==> src/common/ptsc_pkg.sv <==
// Package: register map, widths and reset values of the port T/S pin control block
package ptsc_pkg;

    localparam int ADDR_W = 4;
    localparam int DATA_W = 8;
    localparam int T_PINS = 8;
    localparam int S_PINS = 4;
    localparam int ROUTE_BITS = 5;

    // Register offsets (byte addresses on the plain register port)
    localparam logic [3:0] OFF_T_PULL_ENABLE = 4'h4;
    localparam logic [3:0] OFF_T_PULL_POLARITY = 4'h5;
    localparam logic [3:0] OFF_T_MODULE_ROUTING = 4'h7;
    localparam logic [3:0] OFF_S_DATA = 4'h8;
    localparam logic [3:0] OFF_S_PIN_INPUT = 4'h9;
    localparam logic [3:0] OFF_S_DIRECTION = 4'hA;
    localparam logic [3:0] OFF_S_DRIVE_STRENGTH = 4'hB;

    // Values after reset
    localparam logic [7:0] RST_T_PULL_ENABLE = 8'h00;
    localparam logic [7:0] RST_T_PULL_POLARITY = 8'h00;
    localparam logic [4:0] RST_T_ROUTE = 5'h00;
    localparam logic [3:0] RST_S_DATA = 4'h0;
    localparam logic [3:0] RST_S_DIRECTION = 4'h0;
    localparam logic [3:0] RST_S_DRIVE = 4'h0;

    // Serial pin positions on port S
    localparam int S_RX_PIN = 0;
    localparam int S_TX_PIN = 1;

    // Synchroniser depth for pin levels
    localparam int SYNC_STAGES = 2;

endpackage

==> src/verilog/ptsc_sync.sv <==
// Two-flop synchroniser for a bus of asynchronous pin levels
`timescale 1ns/1ps
module ptsc_sync #(
    parameter int WIDTH = 4
) (
    input wire logic clk,
    input wire logic rst_n,
    input wire logic [WIDTH-1:0] async_in,
    output logic [WIDTH-1:0] sync_out
);
    logic [WIDTH-1:0] meta_q;

    // First stage is read only by the second stage
    always_ff @(posedge clk or negedge rst_n)
    begin
        if (!rst_n)
        begin
            meta_q <= '0;
            sync_out <= '0;
        end
        else
        begin
            meta_q <= async_in;
            sync_out <= meta_q;
        end
    end
endmodule

==> src/verilog/ptsc_top.sv <==
// Port T pull/routing control and port S data/direction/drive control
`timescale 1ns/1ps
module ptsc_top
    import ptsc_pkg::*;
(
    input wire logic clk,
    input wire logic arst_n,
    // Register port
    input wire logic [ptsc_pkg::ADDR_W-1:0] reg_addr,
    input wire logic [ptsc_pkg::DATA_W-1:0] reg_wdata,
    input wire logic reg_write,
    input wire logic reg_read,
    output logic [ptsc_pkg::DATA_W-1:0] reg_rdata,
    // Port T pins: direction comes from the port T direction logic outside this block
    input wire logic [ptsc_pkg::T_PINS-1:0] t_pin_is_output,
    output logic [ptsc_pkg::T_PINS-1:0] t_pull_up_en,
    output logic [ptsc_pkg::T_PINS-1:0] t_pull_down_en,
    output logic [ptsc_pkg::ROUTE_BITS-1:0] t_route_select,
    // Timer / PWM channel outputs and the routed result for port T[4:0]
    input wire logic [ptsc_pkg::ROUTE_BITS-1:0] timer_module_out,
    input wire logic [ptsc_pkg::ROUTE_BITS-1:0] pwm_module_out,
    output logic [ptsc_pkg::ROUTE_BITS-1:0] t_routed_out,
    // Serial unit controls and data
    input wire logic serial_comm_unit_tx_en,
    input wire logic serial_comm_unit_rx_en,
    input wire logic serial_comm_unit_txd,
    output logic serial_comm_unit_rxd,
    // Port S pins (three-signal form)
    input wire logic [ptsc_pkg::S_PINS-1:0] s_pin_in,
    output logic [ptsc_pkg::S_PINS-1:0] s_pin_out,
    output logic [ptsc_pkg::S_PINS-1:0] s_pin_oe_n,
    output logic [ptsc_pkg::S_PINS-1:0] s_pin_reduced_drive
);
    import ptsc_pkg::*;

    // ==========================================================
    // Reset release
    // ==========================================================
    logic [1:0] rst_sync_q;
    logic rst_n;

    always_ff @(posedge clk or negedge arst_n)
    begin
        if (!arst_n)
        begin
            rst_sync_q <= 2'h0;
        end
        else
        begin
            rst_sync_q <= {rst_sync_q[0], 1'b1};
        end
    end

    assign rst_n = rst_sync_q[1];

    // ==========================================================
    // Address decode
    // ==========================================================
    function automatic logic hit(input logic [ADDR_W-1:0] a, input logic [ADDR_W-1:0] off);
        hit = (a == off);
    endfunction

    logic wr_t_pe, wr_t_pp, wr_t_rt, wr_s_dat, wr_s_dir, wr_s_drv;

    assign wr_t_pe = reg_write && hit(reg_addr, OFF_T_PULL_ENABLE);
    assign wr_t_pp = reg_write && hit(reg_addr, OFF_T_PULL_POLARITY);
    assign wr_t_rt = reg_write && hit(reg_addr, OFF_T_MODULE_ROUTING);
    assign wr_s_dat = reg_write && hit(reg_addr, OFF_S_DATA);
    assign wr_s_dir = reg_write && hit(reg_addr, OFF_S_DIRECTION);
    assign wr_s_drv = reg_write && hit(reg_addr, OFF_S_DRIVE_STRENGTH);

    // ==========================================================
    // Port T registers
    // ==========================================================
    logic [T_PINS-1:0] t_pull_enable_q;
    logic [T_PINS-1:0] t_pull_polarity_q;
    logic [ROUTE_BITS-1:0] t_route_q;

    always_ff @(posedge clk or negedge rst_n)
    begin
        if (!rst_n)
        begin
            t_pull_enable_q <= RST_T_PULL_ENABLE;
        end
        else if (wr_t_pe)
        begin
            t_pull_enable_q <= reg_wdata;
        end
    end

    always_ff @(posedge clk or negedge rst_n)
    begin
        if (!rst_n)
        begin
            t_pull_polarity_q <= RST_T_PULL_POLARITY;
        end
        else if (wr_t_pp)
        begin
            t_pull_polarity_q <= reg_wdata;
        end
    end

    // Bit 4 is stored as written; hardware does not police the four-channel case
    always_ff @(posedge clk or negedge rst_n)
    begin
        if (!rst_n)
        begin
            t_route_q <= RST_T_ROUTE;
        end
        else if (wr_t_rt)
        begin
            t_route_q <= reg_wdata[ROUTE_BITS-1:0];
        end
    end

    // Pull controls are registered so the pad sees clean levels
    logic [T_PINS-1:0] t_dir_sync;

    ptsc_sync #(
        .WIDTH(T_PINS)
    ) u_t_dir_sync (
        .clk(clk),
        .rst_n(rst_n),
        .async_in(t_pin_is_output),
        .sync_out(t_dir_sync)
    );

    always_ff @(posedge clk or negedge rst_n)
    begin
        if (!rst_n)
        begin
            t_pull_up_en <= '0;
            t_pull_down_en <= '0;
        end
        else
        begin
            t_pull_up_en <= t_pull_enable_q & ~t_pull_polarity_q & ~t_dir_sync;
            t_pull_down_en <= t_pull_enable_q & t_pull_polarity_q & ~t_dir_sync;
        end
    end

    assign t_route_select = t_route_q;

    genvar gi;
    generate
        for (gi = 0; gi < ROUTE_BITS; gi++)
        begin : g_route
            always_ff @(posedge clk or negedge rst_n)
            begin
                if (!rst_n)
                begin
                    t_routed_out[gi] <= 1'b0;
                end
                else
                begin
                    t_routed_out[gi] <= t_route_q[gi] ? pwm_module_out[gi]
                                                      : timer_module_out[gi];
                end
            end
        end
    endgenerate

    // ==========================================================
    // Port S registers
    // ==========================================================
    logic [S_PINS-1:0] s_port_data_q;
    logic [S_PINS-1:0] s_direction_q;
    logic [S_PINS-1:0] s_drive_strength_q;

    always_ff @(posedge clk or negedge rst_n)
    begin
        if (!rst_n)
        begin
            s_port_data_q <= RST_S_DATA;
        end
        else if (wr_s_dat)
        begin
            s_port_data_q <= reg_wdata[S_PINS-1:0];
        end
    end

    always_ff @(posedge clk or negedge rst_n)
    begin
        if (!rst_n)
        begin
            s_direction_q <= RST_S_DIRECTION;
        end
        else if (wr_s_dir)
        begin
            s_direction_q <= reg_wdata[S_PINS-1:0];
        end
    end

    always_ff @(posedge clk or negedge rst_n)
    begin
        if (!rst_n)
        begin
            s_drive_strength_q <= RST_S_DRIVE;
        end
        else if (wr_s_drv)
        begin
            s_drive_strength_q <= reg_wdata[S_PINS-1:0];
        end
    end

    // ==========================================================
    // Port S effective direction and pad drive
    // ==========================================================
    logic [S_PINS-1:0] s_eff_dir;
    logic [S_PINS-1:0] s_out_val;

    // Serial override takes precedence only while its channel is on
    always_comb
    begin
        s_eff_dir = s_direction_q;
        s_out_val = s_port_data_q;
        if (serial_comm_unit_tx_en)
        begin
            s_eff_dir[S_TX_PIN] = 1'b1;
            s_out_val[S_TX_PIN] = serial_comm_unit_txd;
        end
        if (serial_comm_unit_rx_en)
        begin
            s_eff_dir[S_RX_PIN] = 1'b0;
        end
    end

    always_ff @(posedge clk or negedge rst_n)
    begin
        if (!rst_n)
        begin
            s_pin_out <= '0;
            s_pin_oe_n <= '1;
            s_pin_reduced_drive <= '0;
        end
        else
        begin
            s_pin_out <= s_out_val;
            s_pin_oe_n <= ~s_eff_dir;
            s_pin_reduced_drive <= s_drive_strength_q & s_eff_dir;
        end
    end

    // ==========================================================
    // Pin level sampling
    // ==========================================================
    // Two flops plus the pad output register are why reads may lag a direction change by three cycles
    logic [S_PINS-1:0] s_pin_level;

    ptsc_sync #(
        .WIDTH(S_PINS)
    ) u_s_pin_sync (
        .clk(clk),
        .rst_n(rst_n),
        .async_in(s_pin_in),
        .sync_out(s_pin_level)
    );

    always_ff @(posedge clk or negedge rst_n)
    begin
        if (!rst_n)
        begin
            serial_comm_unit_rxd <= 1'b1;
        end
        else
        begin
            serial_comm_unit_rxd <= s_pin_level[S_RX_PIN];
        end
    end

    // ==========================================================
    // Read path
    // ==========================================================
    logic [DATA_W-1:0] rdata_d;
    logic [S_PINS-1:0] s_data_view;

    assign s_data_view = (s_port_data_q & s_direction_q)
                       | (s_pin_level & ~s_direction_q);

    always_comb
    begin
        rdata_d = '0;
        case (reg_addr)
            OFF_T_PULL_ENABLE: rdata_d = t_pull_enable_q;
            OFF_T_PULL_POLARITY: rdata_d = t_pull_polarity_q;
            OFF_T_MODULE_ROUTING: rdata_d = {3'h0, t_route_q};
            OFF_S_DATA: rdata_d = {4'h0, s_data_view};
            OFF_S_PIN_INPUT: rdata_d = {4'h0, s_pin_level};
            OFF_S_DIRECTION: rdata_d = {4'h0, s_direction_q};
            OFF_S_DRIVE_STRENGTH: rdata_d = {4'h0, s_drive_strength_q};
            default: rdata_d = '0;
        endcase
    end

    // Read data holds for exactly one cycle after the strobe
    always_ff @(posedge clk or negedge rst_n)
    begin
        if (!rst_n)
        begin
            reg_rdata <= '0;
        end
        else if (reg_read)
        begin
            reg_rdata <= rdata_d;
        end
        else
        begin
            reg_rdata <= '0;
        end
    end

endmodule
==> config.mk <==
export PLATFORM = sky130hd
export DESIGN_NAME = ptsc_top
export DESIGN_NICKNAME = d
export VERILOG_FILES = /design/src/common/ptsc_pkg.sv /design/src/verilog/ptsc_sync.sv /design/src/verilog/ptsc_top.sv
export SDC_FILE = /design/constraint.sdc
export NUM_CORES = 1
export LEC_CHECK = 0
export BUFFER_PORTS_ARGS = -buffer_cell sky130_fd_sc_hd__buf_2
export CELL_PAD_IN_SITES_DETAIL_PLACEMENT = 1
export CELL_PAD_IN_SITES_GLOBAL_PLACEMENT = 2
export CORE_MARGIN = 2
export CORE_UTILIZATION = 32
export CTS_CLUSTER_SIZE = 10
export DETAILED_ROUTE_END_ITERATION = 12
export GPL_TIMING_DRIVEN = 1
export PLACE_DENSITY = 0.86
export SYNTH_ARGS = -nofsm -noshare
export SYNTH_HDL_FRONTEND = slang
export SYNTH_SLANG_ARGS = --single-unit
==> constraint.sdc <==
create_clock -name clk -period 3.1 [get_ports clk]
set_input_delay 0.155 -clock clk [delete_from_list [all_inputs] [get_ports clk]]
set_output_delay 0.155 -clock clk [all_outputs]
set_load 0.005 [all_outputs]
**Yosys cells after proc, flatten, opt, wreduce, memory -nomap -nowiden**

Index checks and enable logic that the tools add are counted.

- Flip-flop bits (word level): 101
- Logic and storage cells: 58

- Reductions and logical operators: 6
- Muxes and demuxes: 10
- Equal/unequal tests: 7
- Bitwise operators: 12

Operators with widths:

| operator | count |
|---|---|
| $pmux 8 s7 | 1 |
| $and 8x8->8 | 4 |
| $eq 4x4->1 const B | 4 |
| $not 8->8 | 2 |
| $and 4x4->4 | 3 |
| $eq 4x3->1 const B | 3 |
| $mux 1 | 8 |
| $mux 8 | 1 |
| $not 4->4 | 2 |
| $logic_and 1x1->1 | 6 |
| $or 4x4->4 | 1 |

**Depth between registers and ports, before layout**

- Word-level depth: 5
- Gate-level depth with buffers: 7
- Mapped depth without buffers: 4

**Cells and area by module**

From an unflattened synthesis, not the netlist that was laid out.

- Cell total of the unflattened synthesis: 233
- Area total of the unflattened synthesis: 3,732.3 um2

Modules (own cells, without submodules):

| module | area an instance (um2) | instances | cells an instance |
|---|---|---|---|
| ptsc_top | 3,131.8 | 1 | 209 |
| ptsc_sync at u_t_dir_sync | 400.4 | 1 | 16 |
| ptsc_sync at u_s_pin_sync | 200.2 | 1 | 8 |

**Least setup slack after synthesis**

OpenSTA, ideal clock, no wires.

- Path kind: in2reg
- Start point: input port reg_addr[3] in the netlist's numbering
- End point: register t_pull_enable_q[1]
- Path buffers: 1
- Library setup time: 0.125 ns
- Stages on the path: 4
- Arrival time: 1.266 ns
- Setup slack: 1.709 ns
- Cells stage by stage: nand2b_1 -> clkbuf_2 -> nor4b_4 -> mux2_2

- Word-level cells in the longest chain between the ends: 2

RTL lines:

| element | RTL line | source |
|---|---|---|
| start, declared | ptsc_top.sv:9 | `input wire logic [ptsc_pkg::ADDR_W-1:0] reg_addr,` |
| $eq 4x3->1 | ptsc_top.sv:60 | `hit = (a == off);` |
| $logic_and 1x1->1 | ptsc_top.sv:65 | `assign wr_t_pe = reg_write && hit(reg_addr, OFF_T_PULL_ENABLE);` |
| end signal, assigned | ptsc_top.sv:87 | `t_pull_enable_q <= reg_wdata;` |
| end, declared | ptsc_top.sv:75 | `logic [T_PINS-1:0] t_pull_enable_q;` |

No other way between the ends.
A chain may end at the register's enable or synchronous reset.

**Worst setup path in the final report**

- Start point: input port reg_addr[0] in the netlist's numbering
- End point: register t_route_q[4] (netlist: t_route_select[4])

- Word-level cells in the longest chain between the ends: 2

RTL lines:

| element | RTL line | source |
|---|---|---|
| $eq 4x3->1 | ptsc_top.sv:60 |  |
| $logic_and 1x1->1 | ptsc_top.sv:67 | `assign wr_t_rt = reg_write && hit(reg_addr, OFF_T_MODULE_ROUTING);` |
| end signal, assigned | ptsc_top.sv:112 | `t_route_q <= reg_wdata[ROUTE_BITS-1:0];` |
| end, declared | ptsc_top.sv:77 | `logic [ROUTE_BITS-1:0] t_route_q;` |

No other way between the ends.

==> impl_metrics.py <==
metrics = {
    "status": {
        "status": "finished clean",
    },
    "final_layout": {
        "multiInputGateArea_mm2": 0.001032,
        "final_layout_size_suffix_gt1_share_pct": 41.23,
        "seq_area_mm2": 0.002537,
        "area_delta_synth_final_pct": 28.63,
        "nFillCells": 1170,
        "fin_nets": 395,
    },
    "timing": {
        "drv_slew": 0,
        "setup_slack_ns": 1.567,
        "worstMarginPinSlew_ns": 0.7312,
        "setup_viol": 0,
        "finalHoldViolCount": 0,
        "fin_setup_tns_ns": 0,
        "max_clock_freq_mhz": 652.3,
        "period_share_pct": 49.46,
        "relSlewSlack_pct": 51.05,
        "clock_skew_ns": 0.008776,
        "min_period_ns": 1.533,
        "rsz0062_at_grt": "no",
    },
    "clock_tree": {
        "numCtsBuffers": 9,
        "cts_setup_buffers": 0,
        "cts_root_buf": "clkbuf_16",
        "clock_path_buffers": 2,
        "clkTransAtPathRegs_ns": 0.07,
        "insertion_delay_ns": 0.34,
        "clock_sinks": 101,
        "cts_tree": "done",
        "h-tree-depth": 3,
    },
    "logic_synthesis": {
        "ys_seq_elements": 101,
        "synth_top_area_share_pct": 66.30,
        "yosysTopAreaCell": "dfrtp_1",
        "synth_nets": 290,
        "synth_seq_area_share_pct": 69.92,
        "syn_avg_cell_area_um2": 14.55,
        "syn_inst": 249,
        "yosys.cell_types.count": 25,
        "yosys-top-cells-area": "dfrtp_1 (66%), mux2_2 (12%), dfstp_2 (3.6%)",
        "netlist_area_mm2": 0.003623,
        "ys_warn_count": 0,
    },
    "setup_path": {
        "critical_path.endpoint_type": "flip-flop",
        "worstPathCellList": "buf_2, nand3_1, nor2_1, mux2_2",
        "cp_slowest_cell": "buf_2",
        "critPathKind": "primary input to flip-flop",
        "worst-path-buf-inv": 1,
        "startpoint_type": "primary input",
        "crit_required_ns": 3.32,
        "cp.arrival_ns": 1.76,
        "slowest_delay_ns": 0.51,
        "critPathTopFamily": "simple AND/OR/NAND/NOR gates",
        "crit_fanout": 27,
    },
    "floorplanning": {
        "core_mm2": 0.01094,
        "die_height_um": 110.4,
        "dieArea_mm2": 0.01219,
        "num_rows": 38,
        "die_w_um": 110.4,
        "ios": 88,
        "start_util_pct": 33.14,
    },
    "drt": {
        "wl_per_cell_um": 15.98,
        "remaining_drc_errors": 0,
        "routed_via_density": 4.682,
        "first_iter_violations": 38,
        "first_pass_iters": 4,
        "antenna_left": 0,
        "drt-total-wl_mm": 7.990,
        "vias": 2341,
    },
    "place": {
        "numPortBuffers": 87,
        "place_congestion": 0.7211,
        "pre_cts_ws_ns": 1.250,
        "hpwl_mm": 5.555,
    },
    "global_routing": {
        "grt_pass1_vias": 2450,
        "grt-ovfl-total": 0,
        "grt_pass1_wl_mm": 12.94,
        "grt_util_all_layers_pct": 13.57,
        "antenna_found_initial": 2,
        "grt_max_degree": 65,
    },
    "power_and_ir_drop": {
        "power_density_mw_per_mm2": 680.0,
        "p_leak_nw": 2.253,
        "ir_drop_v": 0.0002595,
    },
    "flow_run": {
        "cap_violations": 0,
    },
    "hold_path": {
        "hold_class": "primary input to flip-flop",
    },
}
kinds of logic (layout without fill, tap and decap cells):
kind of cell	Yosys count	in the layout	synth area share, %
and+or+nand+nor	58	58	9.323
AOI/OAI and AO/OA	28	28	4.489
buffers and inverters	13	123	1.588
DFF	101	101	69.92
other	1	2	0.1035
muxes	48	48	14.57
flip-flops by register name, indices dropped and copies added, names as in the netlist, 4 cells and up:
register,cells
t_pull_down_en,8
s_pin_oe_n,4
t_route_select,5
u_s_pin_sync.sync_out,4
s_port_data_q,4
reg_rdata,8
t_routed_out,5
t_pull_up_en,8
t_pull_enable_q,8
u_s_pin_sync.meta_q,4
u_t_dir_sync.sync_out,8
u_t_dir_sync.meta_q,8
s_pin_out,4
s_pin_reduced_drive,4
s_direction_q,4
s_drive_strength_q,4
t_pull_polarity_q,8
area by class of cell:
cell class	instances	share of cell area, %
diodes	1	0.05369
clock buffers	10	4.913
clock inverters	6	1.503
inverters	5	0.4027
multi-input cells	135	22.15
flip-flops and latches	101	54.44
well taps	140	3.758
repair buffers	102	12.78
worst paths after layout:
check	start	slack (ns)	cells past startpoint	end
max in group asynchronous	rst_sync_q[1]	2.07	1	s_pin_oe_n[0]
hold / removal	serial_comm_unit_rx_en	0.03	2	s_pin_oe_n[0]
setup reg to reg	s_direction_q[0]	1.86	3	reg_rdata[0]
min in group asynchronous	arst_n	0.12	2	rst_sync_q[1]
hold reg to reg	rst_sync_q[1]	0.29	0	t_routed_out[2]
setup / recovery	reg_addr[0]	1.57	4	t_route_select[4]
cell usage after synthesis:
cell      count
o32a_1        2
nor2_1       10
o31a_1        1
o21ai_0      10
mux2i_1      10
and3b_1       7
nand3_1       6
a211oi_1      3
a21oi_1      11
a31oi_1       1
nor3_1        4
buf_1         1
buf_2         6
nor2b_1       3
and2_1        2
clkbuf_2      1
dfstp_2       5
nor3b_1       8
conb_1        1
nand2b_1      4
dfrtp_1      96
nor4b_4       1
inv_1         5
mux2_2       38
nand2_1      13
layer usage:
layer	vias to the layer above	GRT usage (%)	wire length, um
met1	1200	16.67	3380
met4	0	5.417	139
met2	55	22.21	4027
li1	1072	-	-
met3	14	4.391	443
met5	-	0	0
worst reg2reg max path, delay by kind of cell, from the launching register on:
family,cells,cell delay (ns)
flops,1,0.43
compound gates,3,0.74
through the flow:
| stage | hold slack [ns] | total power [mW] | area [um^2] | instances | utilization [%] |
|---|---|---|---|---|---|
| after floorplan | -0.1406 | 1.859 | 3623 | 249 | - |
| final | 0.03279 | 3.169 | 4661 | 500 | 42.62 |
| after detailed placement | -0.05792 | 2.062 | 4219 | 469 | 38.58 |
| after CTS | 0.02562 | 3.222 | 4658 | 499 | 42.60 |
| after global placement | -0.05888 | 2.038 | 4219 | 469 | 38.58 |
| after global routing | 0.03200 | 3.332 | 4658 | 499 | 42.60 |
power by group:
part           internal [mW]  switching, mW
combinational          0.230          0.169
clock                  0.635          0.495
sequential              1.51          0.132
placed cells by master (no fill, tap or decap), drive strengths merged, types with 5 or more instances in the layout:
cell / netlist / routed
nand3: 6 / 6
mux2i: 10 / 10
a21oi: 11 / 11
o21ai: 10 / 10
mux2: 38 / 38
dfrtp: 96 / 96
nand2: 13 / 13
buf: 7 / 88
nor2: 10 / 10
and3b: 7 / 7
dlygate4sd3: 0 / 14
nor3b: 8 / 8
dfstp: 5 / 5
inv: 5 / 8
clkbuf: 1 / 10
what timing repair did:
action	4_1_cts	5_1_grt
resized for setup	0	0
endpoints found under the hold margin	15	0
hold buffers	14	0
No activity file was read; power rests on OpenSTA's default activity.
